===== config.mk =====
export PLATFORM = sky130hd
export DESIGN_NAME = rpd_datapath
export DESIGN_NICKNAME = d
export VERILOG_FILES = /design/src/rpd_pkg.sv /design/src/rpd_datapath.sv
export SDC_FILE = /design/constraint.sdc
export NUM_CORES = 2
export LEC_CHECK = 0
export BUFFER_PORTS_ARGS = -buffer_cell sky130_fd_sc_hd__buf_2
export CELL_PAD_IN_SITES_DETAIL_PLACEMENT = 2
export CELL_PAD_IN_SITES_GLOBAL_PLACEMENT = 2
export CORE_MARGIN = 1.5
export CORE_UTILIZATION = 36
export CTS_CLUSTER_DIAMETER = 100
export DETAILED_ROUTE_END_ITERATION = 6
export PLACE_DENSITY_LB_ADDON = 0.1
export SLEW_MARGIN = 20
export SYNTH_ARGS = -nofsm -noshare
export SYNTH_HDL_FRONTEND = slang
export SYNTH_SLANG_ARGS = --single-unit

===== constraint.sdc =====
create_clock -name sys_clk_in -period 14.3 [get_ports sys_clk_in]
set_clock_uncertainty 0.1 [all_clocks]
set_input_delay 2.86 -clock sys_clk_in [delete_from_list [all_inputs] [get_ports sys_clk_in]]
set_output_delay 2.86 -clock sys_clk_in [all_outputs]
set_load 0.01 [all_outputs]

===== src/rpd_pkg.sv =====
// constants, field layouts and carrier types of the reactive power datapath
// assumes one 125 MHz clock, synchronous samples and an avalon-mm host
// What this block does
// - multiply voltage by 90-degree shifted current
// - low-pass filter product like active power
// - route samples to waveform register when enabled
// - waveform rate 25.6, 12.8, 6.4, 3.2 ksps
// - gain scales by one plus word/4096
// - signed 16-bit offset added to result
// - 256 offset counts equal one lsb
// - integrator on: -90 path negated to +90, off +90
// - average power sign follows phase angle
// - direction bit clear: positive-to-negative sets flag
// - direction bit set: negative-to-positive sets flag
// - enabled sign flag holds interrupt until cleared
// - no accumulation below no-load threshold
// - below threshold sets no-load flag
// - enabled no-load flag holds interrupt until cleared
// - level field picks threshold or disables
package rpd_pkg;
   localparam int SAMPLE_W = 24;
   localparam int PWR_W    = 32;
   localparam int IDX_W    = 8;
   // register indices; byte address is four times the index
   localparam logic [7:0] IDX_WAVE_DATA  = 8'h01;
   localparam logic [7:0] IDX_WAVE_SEL   = 8'h0d;
   localparam logic [7:0] IDX_NOLOAD_CFG = 8'h0e;
   localparam logic [7:0] IDX_ACC_CFG    = 8'h0f;
   localparam logic [7:0] IDX_GAIN       = 8'h1e;
   localparam logic [7:0] IDX_OFFSET     = 8'h21;
   localparam logic [7:0] IDX_IRQ_STAT_L = 8'h30;
   localparam logic [7:0] IDX_IRQ_EN_L   = 8'h31;
   localparam logic [7:0] IDX_IRQ_EN_H   = 8'h32;
   localparam logic [7:0] IDX_AVG_PWR    = 8'h33;
   localparam logic [7:0] IDX_DSP_CTRL   = 8'h34;
   // field positions
   localparam int IRQ_NOLOAD_BIT   = 1;
   localparam int IRQ_SIGN_BIT     = 4;
   localparam int IRQ_WAVE_BIT     = 7;
   localparam int EN_H_WAVE_BIT    = 5;
   localparam int ACC_SIGN_DIR_BIT = 5;
   localparam int NL_LEVEL_LSB     = 2;
   localparam int CTRL_INTEG_BIT   = 0;
   localparam int WSEL_SRC_LSB     = 0;
   localparam int WSEL_RATE_LSB    = 3;
   localparam logic [2:0] WSEL_REACTIVE = 3'h3;
   // arithmetic scaling
   localparam int GAIN_W      = 12;
   localparam int OFFSET_W    = 16;
   localparam int GAIN_FRAC   = 12;
   localparam int OFFSET_FRAC = 8;
   localparam int LPF_SHIFT   = 8;
   localparam int LEAK_SHIFT  = 6;
   localparam int PROD_SHIFT  = 18;
   localparam logic [13:0] GAIN_ONE = 14'h1000;
   // timing
   localparam longint CLK_HZ        = 125000000;
   localparam longint WAVE_BASE_SPS = 25600;
   localparam int WAVE_BASE_DIV     = int'(CLK_HZ / WAVE_BASE_SPS);
   localparam int WAVE_CNT_W        = 13;
   // no-load thresholds in parts per ten million of full scale
   localparam longint NL_FULL_SCALE = 64'h000000007fffffff;
   localparam longint NL_DEN        = 10000000;
   localparam longint NL_PART_1     = 1500;
   localparam longint NL_PART_2     = 750;
   localparam longint NL_PART_3     = 370;
   localparam logic [31:0] NL_THR_1 = 32'(NL_FULL_SCALE * NL_PART_1 / NL_DEN);
   localparam logic [31:0] NL_THR_2 = 32'(NL_FULL_SCALE * NL_PART_2 / NL_DEN);
   localparam logic [31:0] NL_THR_3 = 32'(NL_FULL_SCALE * NL_PART_3 / NL_DEN);

   typedef enum logic [1:0] {
      RPD_BUS_IDLE   = 2'b00,
      RPD_BUS_ANSWER = 2'b01
   } rpd_bus_st_t;

   typedef struct packed {
      logic                       valid;
      logic signed [SAMPLE_W-1:0] voltage;
      logic signed [SAMPLE_W-1:0] current;
   } rpd_sample_t;

   typedef struct packed {
      logic [9:0]  address;
      logic        read;
      logic        write;
      logic [31:0] writedata;
      logic [3:0]  byteenable;
   } rpd_avmm_req_t;

   typedef struct packed {
      logic [31:0] readdata;
      logic        waitrequest;
   } rpd_avmm_rsp_t;

   typedef struct packed {
      logic                    valid;
      logic                    accumulate;
      logic signed [PWR_W-1:0] value;
   } rpd_power_t;
endpackage


===== src/rpd_datapath.sv =====
// reactive power datapath: phase shift, multiply, filter, gain, offset,
// sign and no-load detection, waveform capture and an avalon-mm slave
// assumes samples synchronous to sys_clk_in, at most one per clock
//
// The Avalon-MM interface to the registers was chosen for this implementation.
`timescale 1ns/1ps
`default_nettype none
module rpd_datapath #(
   parameter int WAVE_DIV = rpd_pkg::WAVE_BASE_DIV
) (
   input  wire logic                  sys_clk_in,
   input  wire logic                  rst_in,
   input  wire rpd_pkg::rpd_avmm_req_t avs_in,
   output var  rpd_pkg::rpd_avmm_rsp_t avs_out,
   input  wire rpd_pkg::rpd_sample_t  sample_in,
   output var  rpd_pkg::rpd_power_t   power_out,
   output var  logic                  irq_out
);
   typedef struct packed {
      rpd_pkg::rpd_bus_st_t bus_st;
      logic                 waitreq;
      logic [31:0]          rdata;
      logic [11:0]          gain;
      logic [15:0]          offset;
      logic [7:0]           wave_sel;
      logic [7:0]           noload_cfg;
      logic [7:0]           acc_cfg;
      logic [7:0]           ctrl;
      logic [7:0]           irq_stat;
      logic [7:0]           irq_en_l;
      logic [7:0]           irq_en_h;
      logic signed [23:0]   i_prev;
      logic signed [31:0]   integ;
      logic                 s1_v;
      logic signed [23:0]   s1_volt;
      logic signed [25:0]   s1_quad;
      logic                 s2_v;
      logic signed [31:0]   s2_prod;
      logic                 s3_v;
      logic signed [39:0]   s3_lpf;
      logic                 s4_v;
      logic signed [31:0]   s4_gain;
      logic                 s5_v;
      logic signed [31:0]   s5_pwr;
      logic                 s5_acc;
      logic                 sign_known;
      logic                 sign_neg;
      logic [12:0]          wave_div;
      logic [2:0]           wave_tick;
      logic [31:0]          wave_data;
      logic                 irq;
   } rpd_state_t;

   rpd_state_t st;
   rpd_state_t next_st;

   function automatic logic [31:0] be_merge(input logic [31:0] old_val,
                                            input logic [31:0] wdata,
                                            input logic [3:0]  be);
      logic [31:0] r;
      r = old_val;
      for (int b = 0; b < 4; b++) begin
         if (be[b]) begin
            r[b*8 +: 8] = wdata[b*8 +: 8];
         end
      end
      return r;
   endfunction

   function automatic logic [31:0] abs32(input logic signed [31:0] x);
      return x[31] ? 32'(-x) : 32'(x);
   endfunction

   function automatic logic [31:0] nl_threshold(input logic [1:0] level);
      case (level)
         2'b01:   return rpd_pkg::NL_THR_1;
         2'b10:   return rpd_pkg::NL_THR_2;
         2'b11:   return rpd_pkg::NL_THR_3;
         default: return 32'h00000000;
      endcase
   endfunction

   logic [7:0]          idx;
   logic signed [24:0]  diff;
   logic signed [31:0]  integ_nx;
   logic signed [49:0]  prod_full;
   logic signed [40:0]  lpf_err;
   logic signed [31:0]  filt;
   logic signed [13:0]  gain_mul;
   logic signed [45:0]  gain_full;
   logic signed [40:0]  off_sum;
   logic signed [31:0]  pwr_nx;
   logic [1:0]          nl_level;
   logic                below;
   logic                now_neg;
   logic [7:0]          irq_set;
   logic [7:0]          irq_clr;
   logic [2:0]          rate_mask;
   logic                wave_emit;
   logic [31:0]         wr_word;

   always_comb begin
      next_st   = st;
      idx       = st.rdata[7:0];
      diff      = 25'sh0;
      integ_nx  = st.integ;
      prod_full = 50'sh0;
      lpf_err   = 41'sh0;
      filt      = st.s3_lpf[39:8];
      gain_mul  = 14'sh0;
      gain_full = 46'sh0;
      off_sum   = 41'sh0;
      pwr_nx    = st.s5_pwr;
      nl_level  = st.noload_cfg[rpd_pkg::NL_LEVEL_LSB +: 2];
      below     = 1'b0;
      now_neg   = 1'b0;
      irq_set   = 8'h00;
      irq_clr   = 8'h00;
      rate_mask = 3'h0;
      wave_emit = 1'b0;
      wr_word   = 32'h00000000;

      // register access: answer one cycle after the request appears
      idx = avs_in.address[9:2];
      case (st.bus_st)
         rpd_pkg::RPD_BUS_IDLE: begin
            if (avs_in.read || avs_in.write) begin
               next_st.waitreq = 1'b0;
               next_st.bus_st  = rpd_pkg::RPD_BUS_ANSWER;
               next_st.rdata   = 32'h00000000;
               if (avs_in.read) begin
                  case (idx)
                     rpd_pkg::IDX_WAVE_DATA:  next_st.rdata = st.wave_data;
                     rpd_pkg::IDX_WAVE_SEL:   next_st.rdata[7:0] = st.wave_sel;
                     rpd_pkg::IDX_NOLOAD_CFG:
                        next_st.rdata[7:0] = st.noload_cfg;
                     rpd_pkg::IDX_ACC_CFG:    next_st.rdata[7:0] = st.acc_cfg;
                     rpd_pkg::IDX_GAIN:       next_st.rdata[11:0] = st.gain;
                     rpd_pkg::IDX_OFFSET:     next_st.rdata[15:0] = st.offset;
                     rpd_pkg::IDX_IRQ_STAT_L: next_st.rdata[7:0] = st.irq_stat;
                     rpd_pkg::IDX_IRQ_EN_L:   next_st.rdata[7:0] = st.irq_en_l;
                     rpd_pkg::IDX_IRQ_EN_H:   next_st.rdata[7:0] = st.irq_en_h;
                     rpd_pkg::IDX_AVG_PWR:    next_st.rdata = st.s5_pwr;
                     rpd_pkg::IDX_DSP_CTRL:   next_st.rdata[7:0] = st.ctrl;
                     default:                 next_st.rdata = 32'h00000000;
                  endcase
               end
            end
         end
         rpd_pkg::RPD_BUS_ANSWER: begin
            // the write lands on the edge where the master sees waitrequest low
            next_st.waitreq = 1'b1;
            next_st.bus_st  = rpd_pkg::RPD_BUS_IDLE;
            if (avs_in.write) begin
               case (idx)
                  rpd_pkg::IDX_WAVE_SEL: begin
                     wr_word = be_merge({24'h0, st.wave_sel},
                                        avs_in.writedata, avs_in.byteenable);
                     next_st.wave_sel = wr_word[7:0];
                  end
                  rpd_pkg::IDX_NOLOAD_CFG: begin
                     wr_word = be_merge({24'h0, st.noload_cfg},
                                        avs_in.writedata, avs_in.byteenable);
                     next_st.noload_cfg = wr_word[7:0];
                  end
                  rpd_pkg::IDX_ACC_CFG: begin
                     wr_word = be_merge({24'h0, st.acc_cfg},
                                        avs_in.writedata, avs_in.byteenable);
                     next_st.acc_cfg = wr_word[7:0];
                  end
                  rpd_pkg::IDX_GAIN: begin
                     wr_word = be_merge({20'h0, st.gain},
                                        avs_in.writedata, avs_in.byteenable);
                     next_st.gain = wr_word[11:0];
                  end
                  rpd_pkg::IDX_OFFSET: begin
                     wr_word = be_merge({16'h0, st.offset},
                                        avs_in.writedata, avs_in.byteenable);
                     next_st.offset = wr_word[15:0];
                  end
                  rpd_pkg::IDX_IRQ_STAT_L: begin
                     if (avs_in.byteenable[0]) begin
                        irq_clr = avs_in.writedata[7:0];
                     end
                  end
                  rpd_pkg::IDX_IRQ_EN_L: begin
                     wr_word = be_merge({24'h0, st.irq_en_l},
                                        avs_in.writedata, avs_in.byteenable);
                     next_st.irq_en_l = wr_word[7:0];
                  end
                  rpd_pkg::IDX_IRQ_EN_H: begin
                     wr_word = be_merge({24'h0, st.irq_en_h},
                                        avs_in.writedata, avs_in.byteenable);
                     next_st.irq_en_h = wr_word[7:0];
                  end
                  rpd_pkg::IDX_DSP_CTRL: begin
                     wr_word = be_merge({24'h0, st.ctrl},
                                        avs_in.writedata, avs_in.byteenable);
                     next_st.ctrl = wr_word[7:0];
                  end
                  default: begin
                     wr_word = 32'h00000000;
                  end
               endcase
            end
         end
         default: begin
            next_st.waitreq = 1'b1;
            next_st.bus_st  = rpd_pkg::RPD_BUS_IDLE;
         end
      endcase

      // stage 1: quadrature current
      next_st.s1_v = sample_in.valid;
      if (sample_in.valid) begin
         next_st.s1_volt = sample_in.voltage;
         next_st.i_prev  = sample_in.current;
         diff = 25'(sample_in.current) - 25'(st.i_prev);
         integ_nx = st.integ + 32'(sample_in.current)
                    - (st.integ >>> rpd_pkg::LEAK_SHIFT);
         next_st.integ = integ_nx;
         // leaky integrator lags, first difference leads
         // lagging path negated so sign tracks the angle either way
         if (st.ctrl[rpd_pkg::CTRL_INTEG_BIT]) begin
            next_st.s1_quad = 26'(-(integ_nx >>> rpd_pkg::LEAK_SHIFT));
         end else begin
            next_st.s1_quad = 26'(diff);
         end
      end

      // stage 2: instantaneous reactive power
      next_st.s2_v = st.s1_v;
      if (st.s1_v) begin
         prod_full = 50'(st.s1_volt) * 50'(st.s1_quad);
         next_st.s2_prod = prod_full[rpd_pkg::PROD_SHIFT +: 32];
      end

      // stage 3: average; first order, same response as the active path
      next_st.s3_v = st.s2_v;
      if (st.s2_v) begin
         // low-pass, ripple at twice line rate remains
         // concatenation is unsigned: sign it before widening
         lpf_err = 41'($signed({st.s2_prod, 8'h00})) - 41'(st.s3_lpf);
         next_st.s3_lpf = st.s3_lpf + 40'(lpf_err >>> rpd_pkg::LPF_SHIFT);
      end

      // stage 4: gain
      next_st.s4_v = st.s3_v;
      if (st.s3_v) begin
         gain_mul  = 14'(rpd_pkg::GAIN_ONE) + 14'($signed(st.gain));
         gain_full = 46'(filt) * 46'(gain_mul);
         next_st.s4_gain = gain_full[rpd_pkg::GAIN_FRAC +: 32];
      end

      // stage 5: offset, then threshold on the calibrated value
      next_st.s5_v = st.s4_v;
      if (st.s4_v) begin
         // offset sits eight bits below the output lsb
         // offset after gain, before the threshold
         off_sum = 41'({st.s4_gain, 8'h00}) + 41'($signed(st.offset));
         pwr_nx  = off_sum[rpd_pkg::OFFSET_FRAC +: 32];
         next_st.s5_pwr = pwr_nx;
         below = (nl_level != 2'b00) &&
                 (abs32(pwr_nx) < nl_threshold(nl_level));
         next_st.s5_acc = !below;
         if (below) begin
            irq_set[rpd_pkg::IRQ_NOLOAD_BIT] = 1'b1;
         end
         now_neg = pwr_nx[31];
         next_st.sign_known = 1'b1;
         next_st.sign_neg   = now_neg;
         if (st.sign_known) begin
            if (!st.acc_cfg[rpd_pkg::ACC_SIGN_DIR_BIT] &&
                !st.sign_neg && now_neg) begin
               irq_set[rpd_pkg::IRQ_SIGN_BIT] = 1'b1;
            end
            if (st.acc_cfg[rpd_pkg::ACC_SIGN_DIR_BIT] &&
                st.sign_neg && !now_neg) begin
               irq_set[rpd_pkg::IRQ_SIGN_BIT] = 1'b1;
            end
         end
      end

      // waveform capture on a divided rate
      if (st.wave_div == 13'(WAVE_DIV - 1)) begin
         next_st.wave_div  = 13'h0000;
         next_st.wave_tick = st.wave_tick + 3'h1;
         // every 1, 2, 4 or 8 base ticks
         case (st.wave_sel[rpd_pkg::WSEL_RATE_LSB +: 2])
            2'b00:   rate_mask = 3'h0;
            2'b01:   rate_mask = 3'h1;
            2'b10:   rate_mask = 3'h3;
            default: rate_mask = 3'h7;
         endcase
         wave_emit = (st.wave_tick & rate_mask) == 3'h0;
      end else begin
         next_st.wave_div = st.wave_div + 13'h0001;
      end
      // needs the source code and the enable bit together
      if (wave_emit &&
          st.wave_sel[rpd_pkg::WSEL_SRC_LSB +: 3] == rpd_pkg::WSEL_REACTIVE &&
          st.irq_en_h[rpd_pkg::EN_H_WAVE_BIT]) begin
         next_st.wave_data = st.s5_pwr;
         irq_set[rpd_pkg::IRQ_WAVE_BIT] = 1'b1;
      end

      // sticky until written one; a new event beats the clear
      next_st.irq_stat = (st.irq_stat & ~irq_clr) | irq_set;
      // any enabled flag holds the line
      next_st.irq = |(next_st.irq_stat & next_st.irq_en_l);
   end

   always_ff @(posedge sys_clk_in) begin
      if (rst_in) begin
         st         <= '0;
         st.waitreq <= 1'b1;
      end else begin
         st <= next_st;
      end
   end

   assign avs_out.readdata    = st.rdata;
   assign avs_out.waitrequest = st.waitreq;
   assign power_out.valid      = st.s5_v;
   assign power_out.accumulate = st.s5_acc;
   assign power_out.value      = st.s5_pwr;
   assign irq_out = st.irq;
endmodule
`default_nettype wire


; After elaboration in Yosys (flattened, before gate mapping)
; Index checks and enable logic that the tools add are counted.
; W data, S select, Z words.
[op_classes]
n_lt_le_gt_ge = 1
n_bitwise = 6
mux = 29
eq_ne = 18
n_reduce_logical = 29
multipliers = 2
n_addsub = 11
[ops]
columns = operator, count
row1 = $mux W32, 3
row2 = $pmux W8 S11, 1
row3 = $mux W8, 8
row4 = $pmux W19 S3, 1
row5 = $mul A24 B26 Y50, 1
row6 = $eq A8 B6 Y1 const B, 6
row7 = $mul A32 B14 Y44, 1
row8 = $sub A40 B40 Y41, 1
row9 = $add A40 B33 Y40, 1
row10 = $add A40 B40 Y40, 1
row11 = $reduce_and A4 Y1, 9
row12 = $add A32 B24 Y32, 1
row13 = $lt A32 B32 Y1, 1
row14 = $mux W16, 2
row15 = $neg A32 Y32, 1
row16 = $pmux W16 S2, 1
row17 = $sub A32 B26 Y32, 1
row18 = $mux W26, 1
row19 = $neg A26 Y26, 1
row20 = $sub A24 B24 Y25, 1
row21 = $eq A8 B4 Y1 const B, 3
row22 = $and A8 B8 Y8, 2
row23 = $pmux W4 S4, 1
row24 = $add A13 B14 Y14 const A, 1
row25 = other kinds (25), 46
[word_totals]
register_bits = 417
inputBits = 99

; Depth between registers and ports, before layout
[logic_depth]
depth_word = 12
mapped_depth = 29
ltp_nobuf = 28

; Worst setup path before layout
; Ideal clock, no wire load.
[synth_path]
path_kind = register to register
from = reg st[217] (netlist bit)
to = reg st[189] (netlist bit)
slack_ns = 6.945
arrival_ns = 7.139
synth_period_minus_slack_ns = 7.355
path_stages_with_launch = 24
t_required_ns = 14.083
path_cell_list = dfxtp_1 -> clkbuf_1 -> nand2_1 -> inv_1 -> fa_1 -> fa_1 -> inv_1 -> fa_1 -> inv_1 -> fa_1 -> fa_1 -> fa_1 -> fa_1 -> ha_1 -> a21o_1 -> a21o_1 -> a21oi_1 -> o21a_1 -> a21boi_0 -> o21ai_0 -> a21oi_1 -> o21ai_0 -> xor2_1 -> a22o_1
[synth_via]
elab_chain_len = 1
[synth_lines]
columns = element, line_no
row1 = "start, declared", rpd_datapath.sv:54  ; rpd_state_t st;
row2 = "start signal, assigned", rpd_datapath.sv:318  ; st <= next_st;
row3 = $mul A24 B26 Y50, rpd_datapath.sv:234  ; prod_full = 50'(st.s1_volt) * 50'(st.s1_quad);
; No other way between the ends.
; A chain may end at the register's enable or synchronous reset.

; Final worst setup path
[layout_path]
from = reg st[221] (netlist bit)
to = reg st[189] (netlist bit)
; Same word-level chain as after synthesis.

==> flow_summary.ini <==
[power]
ir_worst_vdd_uv = 124
combinationalPowerShare_pct = 69.7
pwr-share-seq_pct = 15.5
p_leak_uw = 0.0316
powerDensity_nw_per_um2 = 150
intPower_uw = 4920
clkPwrFrac_pct = 14.8
p_switching_uw = 5080
power_uw = 10000
swShare_pct = 50.8

[setup_path]
cp_top_family = adder cells
rr_worst_depth = 25
r2r-start = st[221]
max_stage_delay_ns = 0.85
path_buf_inv = 5
crit_cells = 25
cp_slowest_cell = dfxtp_2
crit_start = st[221]
critPathCaptureType = register
timing.critical_path.mode_cell = fa_1
cp-start-kind = register
cp_max_fo = 27
r2r_end = st[189]
cp.required_ns = 14.74
cp-endpoint = st[189]
critPathKind = reg -> reg
r2r_setup_slack_ns = 5.60
cp.arrival_ns = 9.14

[synthesis]
async_flop_share_pct = 0
synth_largest_area_cell = fa_1
synth.cell_area_um2 = 62200
synth_warnings = 0
avgSynthCellArea_um2 = 8.76
synthTopCellsByArea = fa_1, dfxtp_1, ha_1, inv_1, and2_1
synth_seq_cells = 416
synth_top_area_share_pct = 33.6
netlist_instances = 7098
ys_seq_area_share_pct = 13.4
synth.distinct_cells = 104
synth_edf_count = 0
synth-main-ff-cell = dfxtp_1

[floorplanning]
coreArea_um2 = 172000
die_area_um2 = 175000
rows = 152
dieWidth_um = 419
num_io_pins = 167
initial_utilization_pct = 36.3
dieHeight_um = 419

[clocking]
htree_levels = 2
clkSinkCount = 416
clkTransAtPathRegs_ns = 0.06
root_buffer = clkbuf_16
cts_resized = 0
cts_buffer_depth = 3
numCtsBuffers = 55
clock_latency_ns = 0.71
postCtsSetupRepairBufs = 0
ctsHoldBuffers = 0
cts_tree = built

[sta]
tightest_slew_ns = 1.19
finalHoldViolations = 0
fin_crit_sh_pct = 60.8
clock.fmax_ghz = 0.115
slew_headroom_pct = 20.9
maxSlewViolCount = 0
grt_setup_unrepaired = false
fin_crit_ns = 8.70
setup_viol = 0
fin_setup_tns_ns = 0

[placed_design]
dp_hpwl_um = 162000
routabilityCongestion = 0.852
port-buffer-count = 146

[final_layout]
final_common_cell = inv_1
multi_input_area_um2 = 47600
final_cell_mix = inv_1, fa_1, nand2_1, nor2_1, and2_1
area_growth_pct = 7.49
final-seq-area_um2 = 8340
fin_nets = 8580
final_layout_size_suffix_gt1_share_pct = 5.91
fillCellCount = 19200

[global_routing]
grt_pass1_vias = 56100
grt_remaining_overflow = 0
grt_pass1_wl_um = 321000
grt_max_degree = 173
grt_use_total_pct = 23.4
antenna_found_initial = 1

[drt]
drt_iter0_markers = 1753
ant_nets = 0
wirelength_um = 200000
dr.pass1.iters = 5
routedWlPerCell_um = 21.3
viasPerCell = 5.15
via_count = 48200
drc = 0

[hold_path]
holdCritPathClass = reg -> reg

[run]
maxCapViolCount = 0

[outcome]
status = completed
per-layer routing:
metal,wire [um],global-route usage [%],vias up
met2,103000,42.9,521
met5,0,0,-
li1,-,-,22100
met1,85900,28.9,25300
met3,4440,1.91,246
met4,6190,6.94,0
kinds of logic after synthesis:
group	synth area share [%]
xor+xnor	3.47
flops	13.4
other cells	0.0121
fa+ha+maj	42.1
buf+inv	10.2
compound gates	9.94
simple gates	16.5
mux	4.39
power groups by stage:
| stage | Combinational [uW] | Clock [uW] | Sequential (uW) |
|---|---|---|---|
| 2_1_floorplan | 5090 | 0 | 1410 |
| 3_5_place_dp | 6950 | 0 | 1580 |
| 6_report | 6970 | 1480 | 1550 |
| 3_3_place_gp | 6750 | 0 | 1570 |
| 4_1_cts | 7070 | 1530 | 1560 |
| 5_1_grt | 7830 | 1570 | 1580 |
sequential cells by signal, summed over array words and instances, names as in the netlist:
name and cells:
irq_out 1, st 310, nl_level 2, power_out 34, next_st 4, avs_out 33, filt 32
per-stage QoR:
step	instance area (um^2)	setup WS, ns	utilization [%]	std cells	hold slack (ns)
2_1_floorplan	62300	6.94	-	7118	0.322
3_3_place_gp	64900	5.72	37.9	9267	0.336
3_5_place_dp	64900	5.55	37.9	9267	0.346
4_1_cts	66900	5.49	39.0	9369	0.365
5_1_grt	66900	5.09	39.0	9369	0.383
6_report	66900	5.60	39.0	9371	0.367
worst min path at each step:
stage,from,end,cells after the start
after global placement,st[320],st[320],2
after global routing,avs_out[0],avs_out[0],1
after floorplan,st[321],st[321],2
after detailed placement,st[320],st[320],2
after CTS,st[320],st[320],2
final,st[92],st[92],2
cells in the mapped netlist (all sizes together) (13+ instances only):
library cell	n
inv	1210
fa	1043
nand2	757
nor2	549
and2	468
ha	424
dfxtp	416
clkbuf	318
a21oi	260
mux2i	258
o21ai	158
xnor2	149
a21o	107
xor2	95
buf	90
nor3	66
a211oi	60
nand3	57
a22oi	41
and3	36
nand2b	36
nand4	35
o21a	32
nor2b	30
a31oi	29
nor4	25
or3	23
o21bai	21
o31ai	21
a21boi	16
a222oi	16
o211ai	15
or2	15
a211o	13
a311oi	13
cell type report:
type	count	share of cell area [%]
Multi-Input combinational cell	5081	71.2
Sequential cell	416	12.5
Inverter	1213	6.81
Tap cell	2310	4.32
Clock buffer	79	2.39
Timing Repair Buffer	247	2.27
Clock inverter	23	0.487
Antenna cell	2	0.00749
tightest hold or removal path, cell delays in order (launching register included):
cell and delay, ns:
dfxtp_1 0.33, nand2_1 0.05, o21ai_0 0.06
(Power assumes the default switching activity.)
